===== config.mk =====
export PLATFORM = sky130hd
export DESIGN_NAME = uarx_readout
export DESIGN_NICKNAME = d
export VERILOG_FILES = /design/src/hw/uarx_pkg.sv /design/src/hw/uarx_baud.sv /design/src/hw/uarx_readout.sv /design/src/hw/uarx_sync.sv
export SDC_FILE = /design/constraint.sdc
export NUM_CORES = 1
export LEC_CHECK = 0
export ABC_AREA = 1
export BUFFER_PORTS_ARGS = -buffer_cell sky130_fd_sc_hd__buf_2
export CAP_MARGIN = 20
export CORE_MARGIN = 5
export CORE_UTILIZATION = 55
export DETAILED_ROUTE_END_ITERATION = 6
export PLACE_DENSITY = 0.8
export SLEW_MARGIN = 30
export SYNTH_ARGS = -nofsm -noshare
export SYNTH_HDL_FRONTEND = slang
export SYNTH_SLANG_ARGS = --single-unit
export TNS_END_PERCENT = 30

===== constraint.sdc =====
create_clock -name clock -period 6.7 [get_ports clock]
set_input_delay 1.34 -clock clock [delete_from_list [all_inputs] [get_ports clock]]
set_output_delay 1.34 -clock clock [all_outputs]
set_load 0.01 [all_outputs]

===== src/hw/uarx_pkg.sv =====
// Shared constants and types of the receive readout, baud and interrupt block.
package uarx_pkg;

    // ==========================================================
    // Serial command and readout words
    localparam logic [1:0] CMD_READ_DATA  = 2'h0;
    localparam logic [1:0] CMD_WRITE_DATA = 2'h2;
    localparam logic [4:0] LAST_EDGE      = 5'h0f;
    localparam logic [4:0] WORD_EDGES     = 5'h10;
    localparam int unsigned BIT_READY      = 15;
    localparam int unsigned BIT_TXEMPTY    = 14;
    localparam int unsigned BIT_ACT_FE     = 10;
    localparam int unsigned BIT_CTS        = 9;
    localparam int unsigned BIT_PARITY     = 8;
    localparam int unsigned BIT_TX_DISABLE = 10;
    localparam int unsigned BIT_RTS        = 9;

    // ==========================================================
    // Baud generator, character timing, receive queue and pin reset values
    localparam logic [8:0] BAUD_SINGLE = 9'h001;
    localparam logic [8:0] BAUD_TRIPLE = 9'h003;
    localparam logic [3:0] SAMPLE_MID  = 4'h7;
    localparam logic [3:0] SAMPLE_LAST = 4'hf;
    localparam logic [3:0] LONG_LAST   = 4'h7;
    localparam logic [3:0] SHORT_LAST  = 4'h6;
    localparam logic [3:0] FRAME_BITS  = 4'ha;
    localparam int unsigned FIFO_DEPTH = 8;
    localparam logic [3:0] FIFO_FULL   = 4'h8;
    localparam logic [4:0] PINS_RESET  = 5'h13;

    // ==========================================================
    // Types
    typedef enum logic [2:0] {RX_IDLE, RX_START, RX_DATA, RX_PARITY, RX_STOP} uarx_rx_e;

    typedef struct packed {
        logic       parity;
        logic [7:0] data;
    } uarx_char_s;

    typedef struct packed {
        logic csN;
        logic sclk;
        logic din;
        logic rx;
        logic ctsN;
    } uarx_pins_s;

    typedef struct packed {
        logic       parityEnable;
        logic       shortWord;
        logic       availIrqMask;
        logic       parityIrqMask;
        logic       actIrqMask;
        logic       txemptyIrqMask;
        logic       shutdown;
        logic [3:0] baudSelectCode;
    } uarx_cfg_s;

    typedef struct packed {
        logic                        csPrev;
        logic                        sclkPrev;
        logic [4:0]                  edgeCnt;
        logic [15:0]                 shiftIn;
        logic [15:0]                 shiftOut;
        logic                        popPending;
        logic                        dout;
        logic                        irqN;
        logic                        tx;
        logic                        rtsN;
        uarx_char_s [FIFO_DEPTH-1:0] fifo;
        logic [2:0]                  wrPtr;
        logic [2:0]                  rdPtr;
        logic [3:0]                  count;
        uarx_rx_e                    rxState;
        logic [3:0]                  rxPhase;
        logic [3:0]                  rxIdx;
        logic [7:0]                  rxShift;
        logic                        rxPar;
        logic                        frameErr;
        logic                        rxActivity;
        logic                        rxPrev;
        logic                        shutPrev;
        logic                        txFull;
        uarx_char_s                  txBuf;
        logic [10:0]                 txShift;
        logic [3:0]                  txLeft;
        logic [3:0]                  txPhase;
        logic                        txSrc;
    } uarx_core_s;

    localparam uarx_core_s CORE_RESET = '{csPrev: 1'b1, irqN: 1'b1, tx: 1'b1, rtsN: 1'b1,
        rxPrev: 1'b1, txShift: 11'h7ff, rxState: RX_IDLE, default: '0};

endpackage : uarx_pkg


===== src/hw/uarx_baud.sv =====
// Baud-rate generator giving a one-cycle pulse at sixteen times the bit rate.
`timescale 1ns/1ps
module uarx_baud (
    input  wire logic       clock,
    input  wire logic       rstN,
    input  wire logic       enable,
    input  wire logic [3:0] baudSelectCode,
    output logic            tick16
);
    import uarx_pkg::*;

    typedef struct packed {
        logic [8:0] cnt;
        logic       tick;
    } uarx_baud_s;

    uarx_baud_s b_q;
    uarx_baud_s b_d;
    logic [8:0] baudDivisor;

    always_comb begin
        baudDivisor = (baudSelectCode[3] ? BAUD_TRIPLE : BAUD_SINGLE) << baudSelectCode[2:0];
        b_d         = b_q;
        b_d.tick    = 1'b0;
        if (!enable) begin
            b_d.cnt = 9'h000;
        end else if (b_q.cnt >= baudDivisor - 9'h001) begin
            b_d.cnt  = 9'h000;
            b_d.tick = 1'b1;
        end else begin
            b_d.cnt = b_q.cnt + 9'h001;
        end
    end

    always_ff @(posedge clock or negedge rstN) begin
        if (!rstN) begin
            b_q <= '0;
        end else begin
            b_q <= b_d;
        end
    end

    assign tick16 = b_q.tick;
endmodule : uarx_baud


===== src/hw/uarx_readout.sv =====
// Serial readout word, receiver, transmit buffer and interrupt logic of the UART.
`timescale 1ns/1ps
// ==========================================================
module uarx_readout (
    input  wire logic                clock,
    input  wire logic                rst_n,
    input  wire logic                csN,
    input  wire logic                sclk,
    input  wire logic                din,
    input  wire logic                rxPin,
    input  wire logic                ctsN,
    input  wire uarx_pkg::uarx_cfg_s cfg,
    output logic                     dout,
    output logic                     irqN,
    output logic                     txPin,
    output logic                     rtsN
);
    import uarx_pkg::*;

    // ==========================================================
    // Reset release and input synchronisation
    logic [1:0] rstSync_q;
    logic       rstN;

    always_ff @(posedge clock or negedge rst_n) begin
        if (!rst_n) begin
            rstSync_q <= 2'h0;
        end else begin
            rstSync_q <= {rstSync_q[0], 1'b1};
        end
    end
    assign rstN = rstSync_q[1];

    uarx_pins_s pins;
    logic       tick16;

    uarx_sync #(.W(5), .RST(PINS_RESET)) u_sync (
        .clock  (clock),
        .rstN   (rstN),
        .raw    ({csN, sclk, din, rxPin, ctsN}),
        .stable (pins)
    );

    uarx_baud u_baud (
        .clock          (clock),
        .rstN           (rstN),
        .enable         (!cfg.shutdown),
        .baudSelectCode (cfg.baudSelectCode),
        .tick16         (tick16)
    );

    // ==========================================================
    // State update
    uarx_core_s  r_q;
    uarx_core_s  r_d;
    uarx_char_s  head;
    uarx_char_s  rxChar;
    logic [15:0] readout;
    logic [15:0] rxWord;
    logic [10:0] frame;
    logic [3:0]  dataLast;
    logic        txParBit;
    logic        ready;
    logic        csFall;
    logic        sclkRise;
    logic        sclkFall;
    logic        rise16;
    logic        fall16;
    logic        dataOp;
    logic        push;
    logic        pop;
    logic        txLoad;

    always_comb begin
        r_d      = r_q;
        head     = r_q.fifo[r_q.rdPtr];
        ready    = (r_q.count != 4'h0);
        readout  = 16'h0000;
        readout[BIT_READY]   = ready;
        readout[BIT_TXEMPTY] = !r_q.txFull;
        readout[BIT_ACT_FE]  = cfg.shutdown ? r_q.rxActivity : r_q.frameErr;
        readout[BIT_CTS]     = !pins.ctsN;
        readout[BIT_PARITY]  = cfg.parityEnable && ready && head.parity;
        readout[7:0]         = ready ? head.data : 8'h00;
        if (cfg.shortWord) begin
            readout[7] = 1'b0;
        end

        // Serial port: bits leave on falling edges, arrive on rising edges.
        csFall   = r_q.csPrev && !pins.csN;
        sclkRise = !pins.csN && !r_q.sclkPrev && pins.sclk;
        sclkFall = !pins.csN && r_q.sclkPrev && !pins.sclk;
        rxWord   = {r_q.shiftIn[14:0], pins.din};
        rise16   = sclkRise && (r_q.edgeCnt == LAST_EDGE);
        fall16   = sclkFall && (r_q.edgeCnt == WORD_EDGES);
        dataOp   = (rxWord[15:14] == CMD_READ_DATA) || (rxWord[15:14] == CMD_WRITE_DATA);
        pop      = fall16 && r_q.popPending && !r_q.shiftIn[14] && ready;
        r_d.csPrev   = pins.csN;
        r_d.sclkPrev = pins.sclk;
        if (csFall) begin
            r_d.shiftOut   = readout;
            r_d.edgeCnt    = 5'h00;
            r_d.popPending = ready;
            r_d.dout       = readout[BIT_READY];
        end
        if (sclkRise) begin
            r_d.shiftIn = rxWord;
            if (r_q.edgeCnt != WORD_EDGES) begin
                r_d.edgeCnt = r_q.edgeCnt + 5'h01;
            end
        end
        if (sclkFall) begin
            r_d.shiftOut = {r_q.shiftOut[14:0], 1'b0};
            r_d.dout     = r_q.shiftOut[14];
        end
        if (pins.csN) begin
            r_d.dout = 1'b0;
        end
        if (rise16 && (rxWord[15:14] == CMD_WRITE_DATA)) begin
            r_d.rtsN = !rxWord[BIT_RTS];
            if (!rxWord[BIT_TX_DISABLE] && !r_q.txFull) begin
                r_d.txFull = 1'b1;
                r_d.txBuf  = '{parity: rxWord[BIT_PARITY], data: rxWord[7:0]};
            end
        end

        // Receiver, sampling each bit in its middle at the 16x rate.
        push     = 1'b0;
        dataLast = cfg.shortWord ? SHORT_LAST : LONG_LAST;
        rxChar   = '{parity: cfg.parityEnable && r_q.rxPar,
                     data: cfg.shortWord ? {1'b0, r_q.rxShift[7:1]} : r_q.rxShift};
        r_d.rxPrev   = pins.rx;
        r_d.shutPrev = cfg.shutdown;
        if (tick16) begin
            r_d.rxPhase = r_q.rxPhase + 4'h1;
            case (r_q.rxState)
                RX_IDLE: begin
                    r_d.rxPhase = 4'h0;
                    if (!pins.rx) begin
                        r_d.rxState = RX_START;
                    end
                end
                RX_START: begin
                    if (r_q.rxPhase == SAMPLE_MID) begin
                        r_d.rxPhase = 4'h0;
                        r_d.rxIdx   = 4'h0;
                        r_d.rxState = pins.rx ? RX_IDLE : RX_DATA;
                    end
                end
                RX_DATA: begin
                    if (r_q.rxPhase == SAMPLE_LAST) begin
                        r_d.rxShift = {pins.rx, r_q.rxShift[7:1]};
                        r_d.rxIdx   = r_q.rxIdx + 4'h1;
                        if (r_q.rxIdx == dataLast) begin
                            r_d.rxState = cfg.parityEnable ? RX_PARITY : RX_STOP;
                        end
                    end
                end
                RX_PARITY: begin
                    if (r_q.rxPhase == SAMPLE_LAST) begin
                        r_d.rxPar   = pins.rx;
                        r_d.rxState = RX_STOP;
                    end
                end
                RX_STOP: begin
                    if (r_q.rxPhase == SAMPLE_LAST) begin
                        r_d.frameErr = !pins.rx;
                        push         = 1'b1;
                        r_d.rxState  = RX_IDLE;
                    end
                end
                default: begin
                    r_d.rxState = RX_IDLE;
                end
            endcase
        end

        // Receive queue; an overflow discards every stored word.
        if (push && (r_q.count == FIFO_FULL) && !pop) begin
            r_d.rdPtr = r_q.wrPtr;
            r_d.count = 4'h0;
        end else begin
            if (push) begin
                r_d.fifo[r_q.wrPtr] = rxChar;
                r_d.wrPtr           = r_q.wrPtr + 3'h1;
            end
            if (pop) begin
                r_d.rdPtr = r_q.rdPtr + 3'h1;
            end
            r_d.count = r_q.count + {3'h0, push} - {3'h0, pop};
        end

        // Transmitter: start, data LSB first, optional parity, one stop bit.
        txLoad   = 1'b0;
        txParBit = cfg.parityEnable ? r_q.txBuf.parity : 1'b1;
        frame    = cfg.shortWord ? {2'h3, txParBit, r_q.txBuf.data[6:0], 1'b0}
                                 : {1'b1, txParBit, r_q.txBuf.data, 1'b0};
        if (tick16) begin
            if (r_q.txLeft == 4'h0) begin
                if (r_q.txFull) begin
                    txLoad      = 1'b1;
                    r_d.txFull  = 1'b0;
                    r_d.txShift = frame;
                    r_d.tx      = frame[0];
                    r_d.txPhase = 4'h0;
                    r_d.txLeft  = FRAME_BITS - {3'h0, cfg.shortWord} + {3'h0, cfg.parityEnable};
                end
            end else begin
                r_d.txPhase = r_q.txPhase + 4'h1;
                if (r_q.txPhase == SAMPLE_LAST) begin
                    r_d.txShift = {1'b1, r_q.txShift[10:1]};
                    r_d.txLeft  = r_q.txLeft - 4'h1;
                    r_d.tx      = r_q.txShift[1];
                end
            end
        end
        if (rise16 && dataOp) begin
            r_d.txSrc = 1'b0;
        end
        if (txLoad) begin
            r_d.txSrc = 1'b1;
        end

        // Shutdown empties the receive side and the transmit buffer.
        if (cfg.shutdown) begin
            r_d.count      = 4'h0;
            r_d.rdPtr      = r_d.wrPtr;
            r_d.popPending = 1'b0;
            r_d.frameErr   = 1'b0;
            r_d.rxState    = RX_IDLE;
            r_d.txFull     = 1'b0;
            r_d.txLeft     = 4'h0;
            r_d.txShift    = 11'h7ff;
            r_d.tx         = 1'b1;
            if (!r_q.shutPrev) begin
                r_d.rxActivity = 1'b0;
            end else if (pins.rx != r_q.rxPrev) begin
                r_d.rxActivity = 1'b1;
            end
        end else begin
            r_d.rxActivity = 1'b0;
        end

        // Interrupt follows live sources, so a transaction releases it once they clear.
        r_d.irqN = !((ready && cfg.availIrqMask)
                  || (readout[BIT_PARITY] && cfg.parityIrqMask)
                  || (readout[BIT_ACT_FE] && cfg.actIrqMask)
                  || (r_q.txSrc && cfg.txemptyIrqMask));
    end

    always_ff @(posedge clock or negedge rstN) begin
        if (!rstN) begin
            r_q <= CORE_RESET;
        end else begin
            r_q <= r_d;
        end
    end

    assign dout  = r_q.dout;
    assign irqN  = r_q.irqN;
    assign txPin = r_q.tx;
    assign rtsN  = r_q.rtsN;
endmodule : uarx_readout


===== src/hw/uarx_sync.sv =====
// Three-stage input synchroniser that accepts a change once stages two and three agree.
`timescale 1ns/1ps
module uarx_sync #(
    parameter int unsigned  W   = 1,
    parameter logic [W-1:0] RST = '0
) (
    input  wire logic         clock,
    input  wire logic         rstN,
    input  wire logic [W-1:0] raw,
    output logic      [W-1:0] stable
);
    typedef struct packed {
        logic [W-1:0] s1;
        logic [W-1:0] s2;
        logic [W-1:0] s3;
        logic [W-1:0] held;
    } uarx_sync_s;

    uarx_sync_s s_q;
    uarx_sync_s s_d;

    always_comb begin
        s_d      = s_q;
        s_d.s1   = raw;
        s_d.s2   = s_q.s1;
        s_d.s3   = s_q.s2;
        s_d.held = (s_q.s2 & s_q.s3) | (s_q.held & (s_q.s2 | s_q.s3));
    end

    always_ff @(posedge clock or negedge rstN) begin
        if (!rstN) begin
            s_q <= {RST, RST, RST, RST};
        end else begin
            s_q <= s_d;
        end
    end

    assign stable = s_q.held;

endmodule : uarx_sync


---- Word level (Yosys, flattened, before mapping) ----
Cells that the tools add are included.
storage, ports and cells
  input port bits ......................... 18
  output and inout bits ................... 4
  word-level logic and storage cells ...... 237
  register bits ........................... 211
cells by class
  shifts and indexed selects .............. 1
  muxes and demuxes ....................... 76
  equality and inequality tests ........... 25
  bitwise logic cells ..................... 5
  reductions and logical operators ........ 61
  add/subtract/negate cells ............... 13
  order comparisons ....................... 4
operators by type and width
  operator               count
  $bwmux W72             1
  $mux W19               3
  $mux W15               3
  $mux W21               2
  $mux W10               4
  $mux W9                4
  $mux W1                34
  $bmux W9 S3            1
  $demux W9 S3           1
  $mux W3                9
  $mux W8                3
  $logic_and A1 B1 Y1    23
  $ne A3 B3 Y1 const B   7
  $mux W17               1
  $pmux W4 S2            2
  $pmux W3 S5            1
  $reduce_bool A2 Y1     7
  $add A4 B1 Y4 const B  3
  $eq A4 B4 Y1 const B   3
  $mux W12               1
  $reduce_and A3 Y1      4
  $logic_not A1 Y1       11
  $mux W11               1
  $and A5 B5 Y5          2
  38 further kinds       54

---- Longest topological paths before layout ----
  depth in word-level cells ............... 11
  depth in mapped cells ................... 16
  mapped depth without buffers ............ 16

---- Cells and area by module ----
From an unflattened synthesis, not the netlist that was laid out.
second synthesis, totals
  cells, all modules ...................... 1,114
  area total of the unflattened synthesis .. 9,982.1 sq um
modules (own cells, without submodules)
  module        instances  cells each  seq. area each (sq um)  area each (sq um)
  uarx_readout  1          974         4,498.1                 8,618.3
  uarx_baud     1          95          250.2                   729.4
  uarx_sync     1          45          515.5                   634.4

---- Worst setup path after synthesis ----
OpenSTA, ideal clock, no wires.
  path kind ............................... input port to flip-flop
  start ................................... input port cfg[1] in the netlist's numbering
  end ..................................... register u_baud.b_q[1] in the netlist's numbering
  stages .................................. 9
  arrival time ............................ 2.768 ns
  buffers on the path ..................... 0
  data required time ...................... 6.552 ns
  setup slack ............................. 3.784 ns
  library setup time ...................... 0.148 ns
  path through ............................ inv_1 -> nor3_1 -> nand2_1 -> ha_1 -> nand2_1 -> nor2_1 -> nand2_1 -> o2111ai_1 -> nor3_1
RTL lines
  element                 RTL line            RTL
  start: declaration      uarx_readout.sv:12  input wire uarx_pkg::uarx_cfg_s cfg,
  end signal: assignment  uarx_baud.sv:37     b_q <= '0;
  end signal: assignment  uarx_baud.sv:39     b_q <= b_d;
  end: declaration        uarx_baud.sv:17     uarx_baud_s b_q;

---- Worst setup path in the final report ----
  start ................................... input port cfg[4] in the netlist's numbering
  end ..................................... register r_q[7] in the netlist's numbering
on the way
  cells in the longest elaborated chain, start to end .. 2
  elaborated cells on any way between the ends .. 5
  those cells by class .................... eq/ne: 1; mux: 1; reduce/logical: 3
RTL lines
  element                                                RTL line             RTL
  $ne A3 B3 Y1 (no source line) (tied with other cells)  -
  $reduce_and A3 Y1 (no source line)                     -
  end signal: assignment                                 uarx_readout.sv:255  r_q <= r_d;
  end: declaration                                       uarx_readout.sv:54   uarx_core_s r_q;
Several ways; a longest one is shown, not always the timed one.
A chain may end at the register's enable or synchronous reset.

==> results.cfg <==
[global_route]
grt_pass1_wl_um = 35800
grt_antenna_before_repair = 0
gr-total-overflow = 0
grt_pass1_vias = 7309
grt_max_degree = 75
track_usage_pct = 21.2

[routing]
drc = 4
viasPerCell = 5.62
vias = 7430
drtIter0Drc = 629
routed_wl_um = 20800
detail-route-antenna-nets = 0
routedWlPerCell_um = 15.8
drtPass1Iterations = 7

[critical_path]
critPathMaxStageDelay_ns = 0.77
critPathKind = input pin to flop
cp_max_fo = 26
crit_buf_inv = 2
path_cells = buf_2 > clkinv_1 > nand2_1 > nand2_1 > xor2_1 > nor2_1
worstPathArrival_ns = 3.48
startpoint = cfg[4]
worst_setup_path_start_kind = input pin
cp-end-kind = flop
crit_top_cell = nand2_1
required_ns = 7.09
slowest_stage = nand2_1
critPathTopFamily = buffers and inverters
r2r_start = u_baud.tick16

[cts]
ctsHoldBuffers = 0
post_cts.repair.setup_buffers = 0
path_clk_slew_ns = 0.06
htree_levels = 1
clock_path_buffers = 3
cts-buffers-inserted = 22
clk_latency_ns = 0.50
cts_resized = 0
cts_num_sinks = 209
cts_tree = done
root_buffer = clkbuf_16

[synth]
synthesis.instances = 1068
async_flop_share_pct = 100
synth_nets = 1114
ys.flop_type = dfrtp_1
synth.ff_latch_count = 209
avgSynthCellArea_um2 = 9.18
seq_area_frac_synth_pct = 53.7
yosysWarnings = 0
synth_edf_count = 0
synth.cell_area_um2 = 9800
ys_types = 55

[flow_run]
cap_violations = 0

[timing]
setup_tns_ns = 0
min_period_ns = 3.09
drv_slew = 0
rsz0062_at_grt = false
clock.fmax_mhz = 323
hold_viol_final = 0
finalSetupViolCount = 0
worstMarginPinSlew_ns = 0.874
post-route-period-util_pct = 46.2
skew_ns = 0.00703
timing.slew.headroom_pct = 41.7

[layout]
fin_area_um2 = 10800
final_common_cell = nand2_1
layout_common_cells = 225 x nand2_1, 181 x dfrtp_1, 93 x inv_1, 93 x nor2_1, 93 x o21ai_0
syn_to_final_growth_pct = 9.78
fillers = 1368
drive_above_1_share_pct = 12.7
n_antenna_cell = 0
nets = 1126

[pwr]
peakVddDrop_v = 0.000203
p_leak_uw = 0.00502
power_density_nw_per_um2 = 266
power_uw = 2860

[floorplan]
dieWidth_um = 143
die_area_um2 = 20600
num_rows = 48
pin_count = 22
die_h_um = 143
initial_core_util_pct = 56.3
core_um2 = 17400

[placement]
hpwlAfterDp_um = 13400
place_area_um2 = 10000
gp_congestion = 0.867
port_buffers = 21

[outcome]
outcome = complete, but fails checks
violations = DRC

[hold_path]
hold_start = rstSync_q[0]
hp-class = flop to flop
final timing paths:
path                                 to  slack (ns)  cells after the start
setup / recovery                 r_q[7]        3.61                      6
hold / removal             rstSync_q[1]        0.35                      0
setup reg to reg                 r_q[7]        3.99                      7
hold reg to reg            rstSync_q[1]        0.35                      0
max in group asynchronous       r_q[22]        4.89                      1
min in group asynchronous      r_q[143]        0.44                      0
synth_stat cells, types with 3 or more instances:
| cell | number | area share (%) |
|---|---|---|
| nand2_1 | 225 | 8.6 |
| dfstp_2 | 27 | 7.2 |
| maj3_1 | 5 | 0.51 |
| nand3_4 | 5 | 0.89 |
| o21ai_2 | 16 | 1.4 |
| nand4_1 | 7 | 0.45 |
| ha_1 | 27 | 3.4 |
| o221ai_1 | 19 | 1.7 |
| dfrtp_1 | 182 | 46 |
| inv_2 | 3 | 0.11 |
| xnor2_1 | 4 | 0.36 |
| o21ai_1 | 66 | 3.4 |
| o211ai_1 | 9 | 0.69 |
| nand3_1 | 43 | 2.2 |
| a21oi_1 | 34 | 1.7 |
| clkinv_1 | 5 | 0.19 |
| buf_6 | 10 | 1.1 |
| o21ai_0 | 93 | 4.7 |
| xor2_1 | 7 | 0.63 |
| a41oi_1 | 8 | 0.71 |
| nand3_2 | 3 | 0.31 |
| nand2_2 | 3 | 0.19 |
| inv_1 | 93 | 3.6 |
| clkbuf_1 | 21 | 0.80 |
| nor2_1 | 93 | 3.6 |
| nand2_4 | 8 | 0.92 |
| o22ai_1 | 5 | 0.32 |
| nor3_1 | 13 | 0.66 |
flip-flops by register name, indices dropped and copies added, names as in the netlist, 2 cells and up:
| register | cells |
|---|---|
| u_baud.b_q | 9 |
| u_sync.s_d | 10 |
| r_q | 173 |
| rstSync_q | 2 |
| u_sync.s_q | 5 |
| u_sync.stable | 5 |
area by class of cell:
class                   count  area [µm²]  area share [%]
well taps                 225         282            2.62
flip-flops and latches    209        5270            49.0
clock buffers              33         673            6.26
clock inverters             7        85.1           0.791
multi-input cells         721        3940            36.6
inverters                 102         385            3.58
repair buffers             24         131            1.22
stage by stage:
stage	hold slack (ns)	std cells	util, %	setup WS, ns
floorplan	0.331	1068	-	0.492
global placement	0.334	1281	57.4	3.23
detailed placement	0.337	1281	57.4	3.15
CTS	0.356	1321	61.8	3.66
global route	0.363	1321	61.8	3.36
finish	0.353	1321	61.8	3.61
cells by family after synthesis:
logic type	count (synthesis)	share of synthesized area, %
compound gates	262	15.7
xor+xnor	11	0.983
fa+ha+maj	33	4.16
buf+inv	138	6.14
flops	209	53.7
mux	3	0.319
other cells	1	0.0383
simple gates	411	18.9
power breakdown:
group          switching (µW)  leakage [µW]  internal (µW)
sequential               53.6       0.00236           1330
clock                     481      0.000379            770
combinational             153       0.00229           65.8
total                     688       0.00502           2170
metal layers:
layer  share of wire, %  track usage, %  vias up
li1                   -               -     3616
met1                 44            30.1     3530
met2                 47            33.4      247
met3                7.0            4.19       37
met4                2.0            5.95        0
met5                  0               0        -
(Power assumes the default switching activity.)
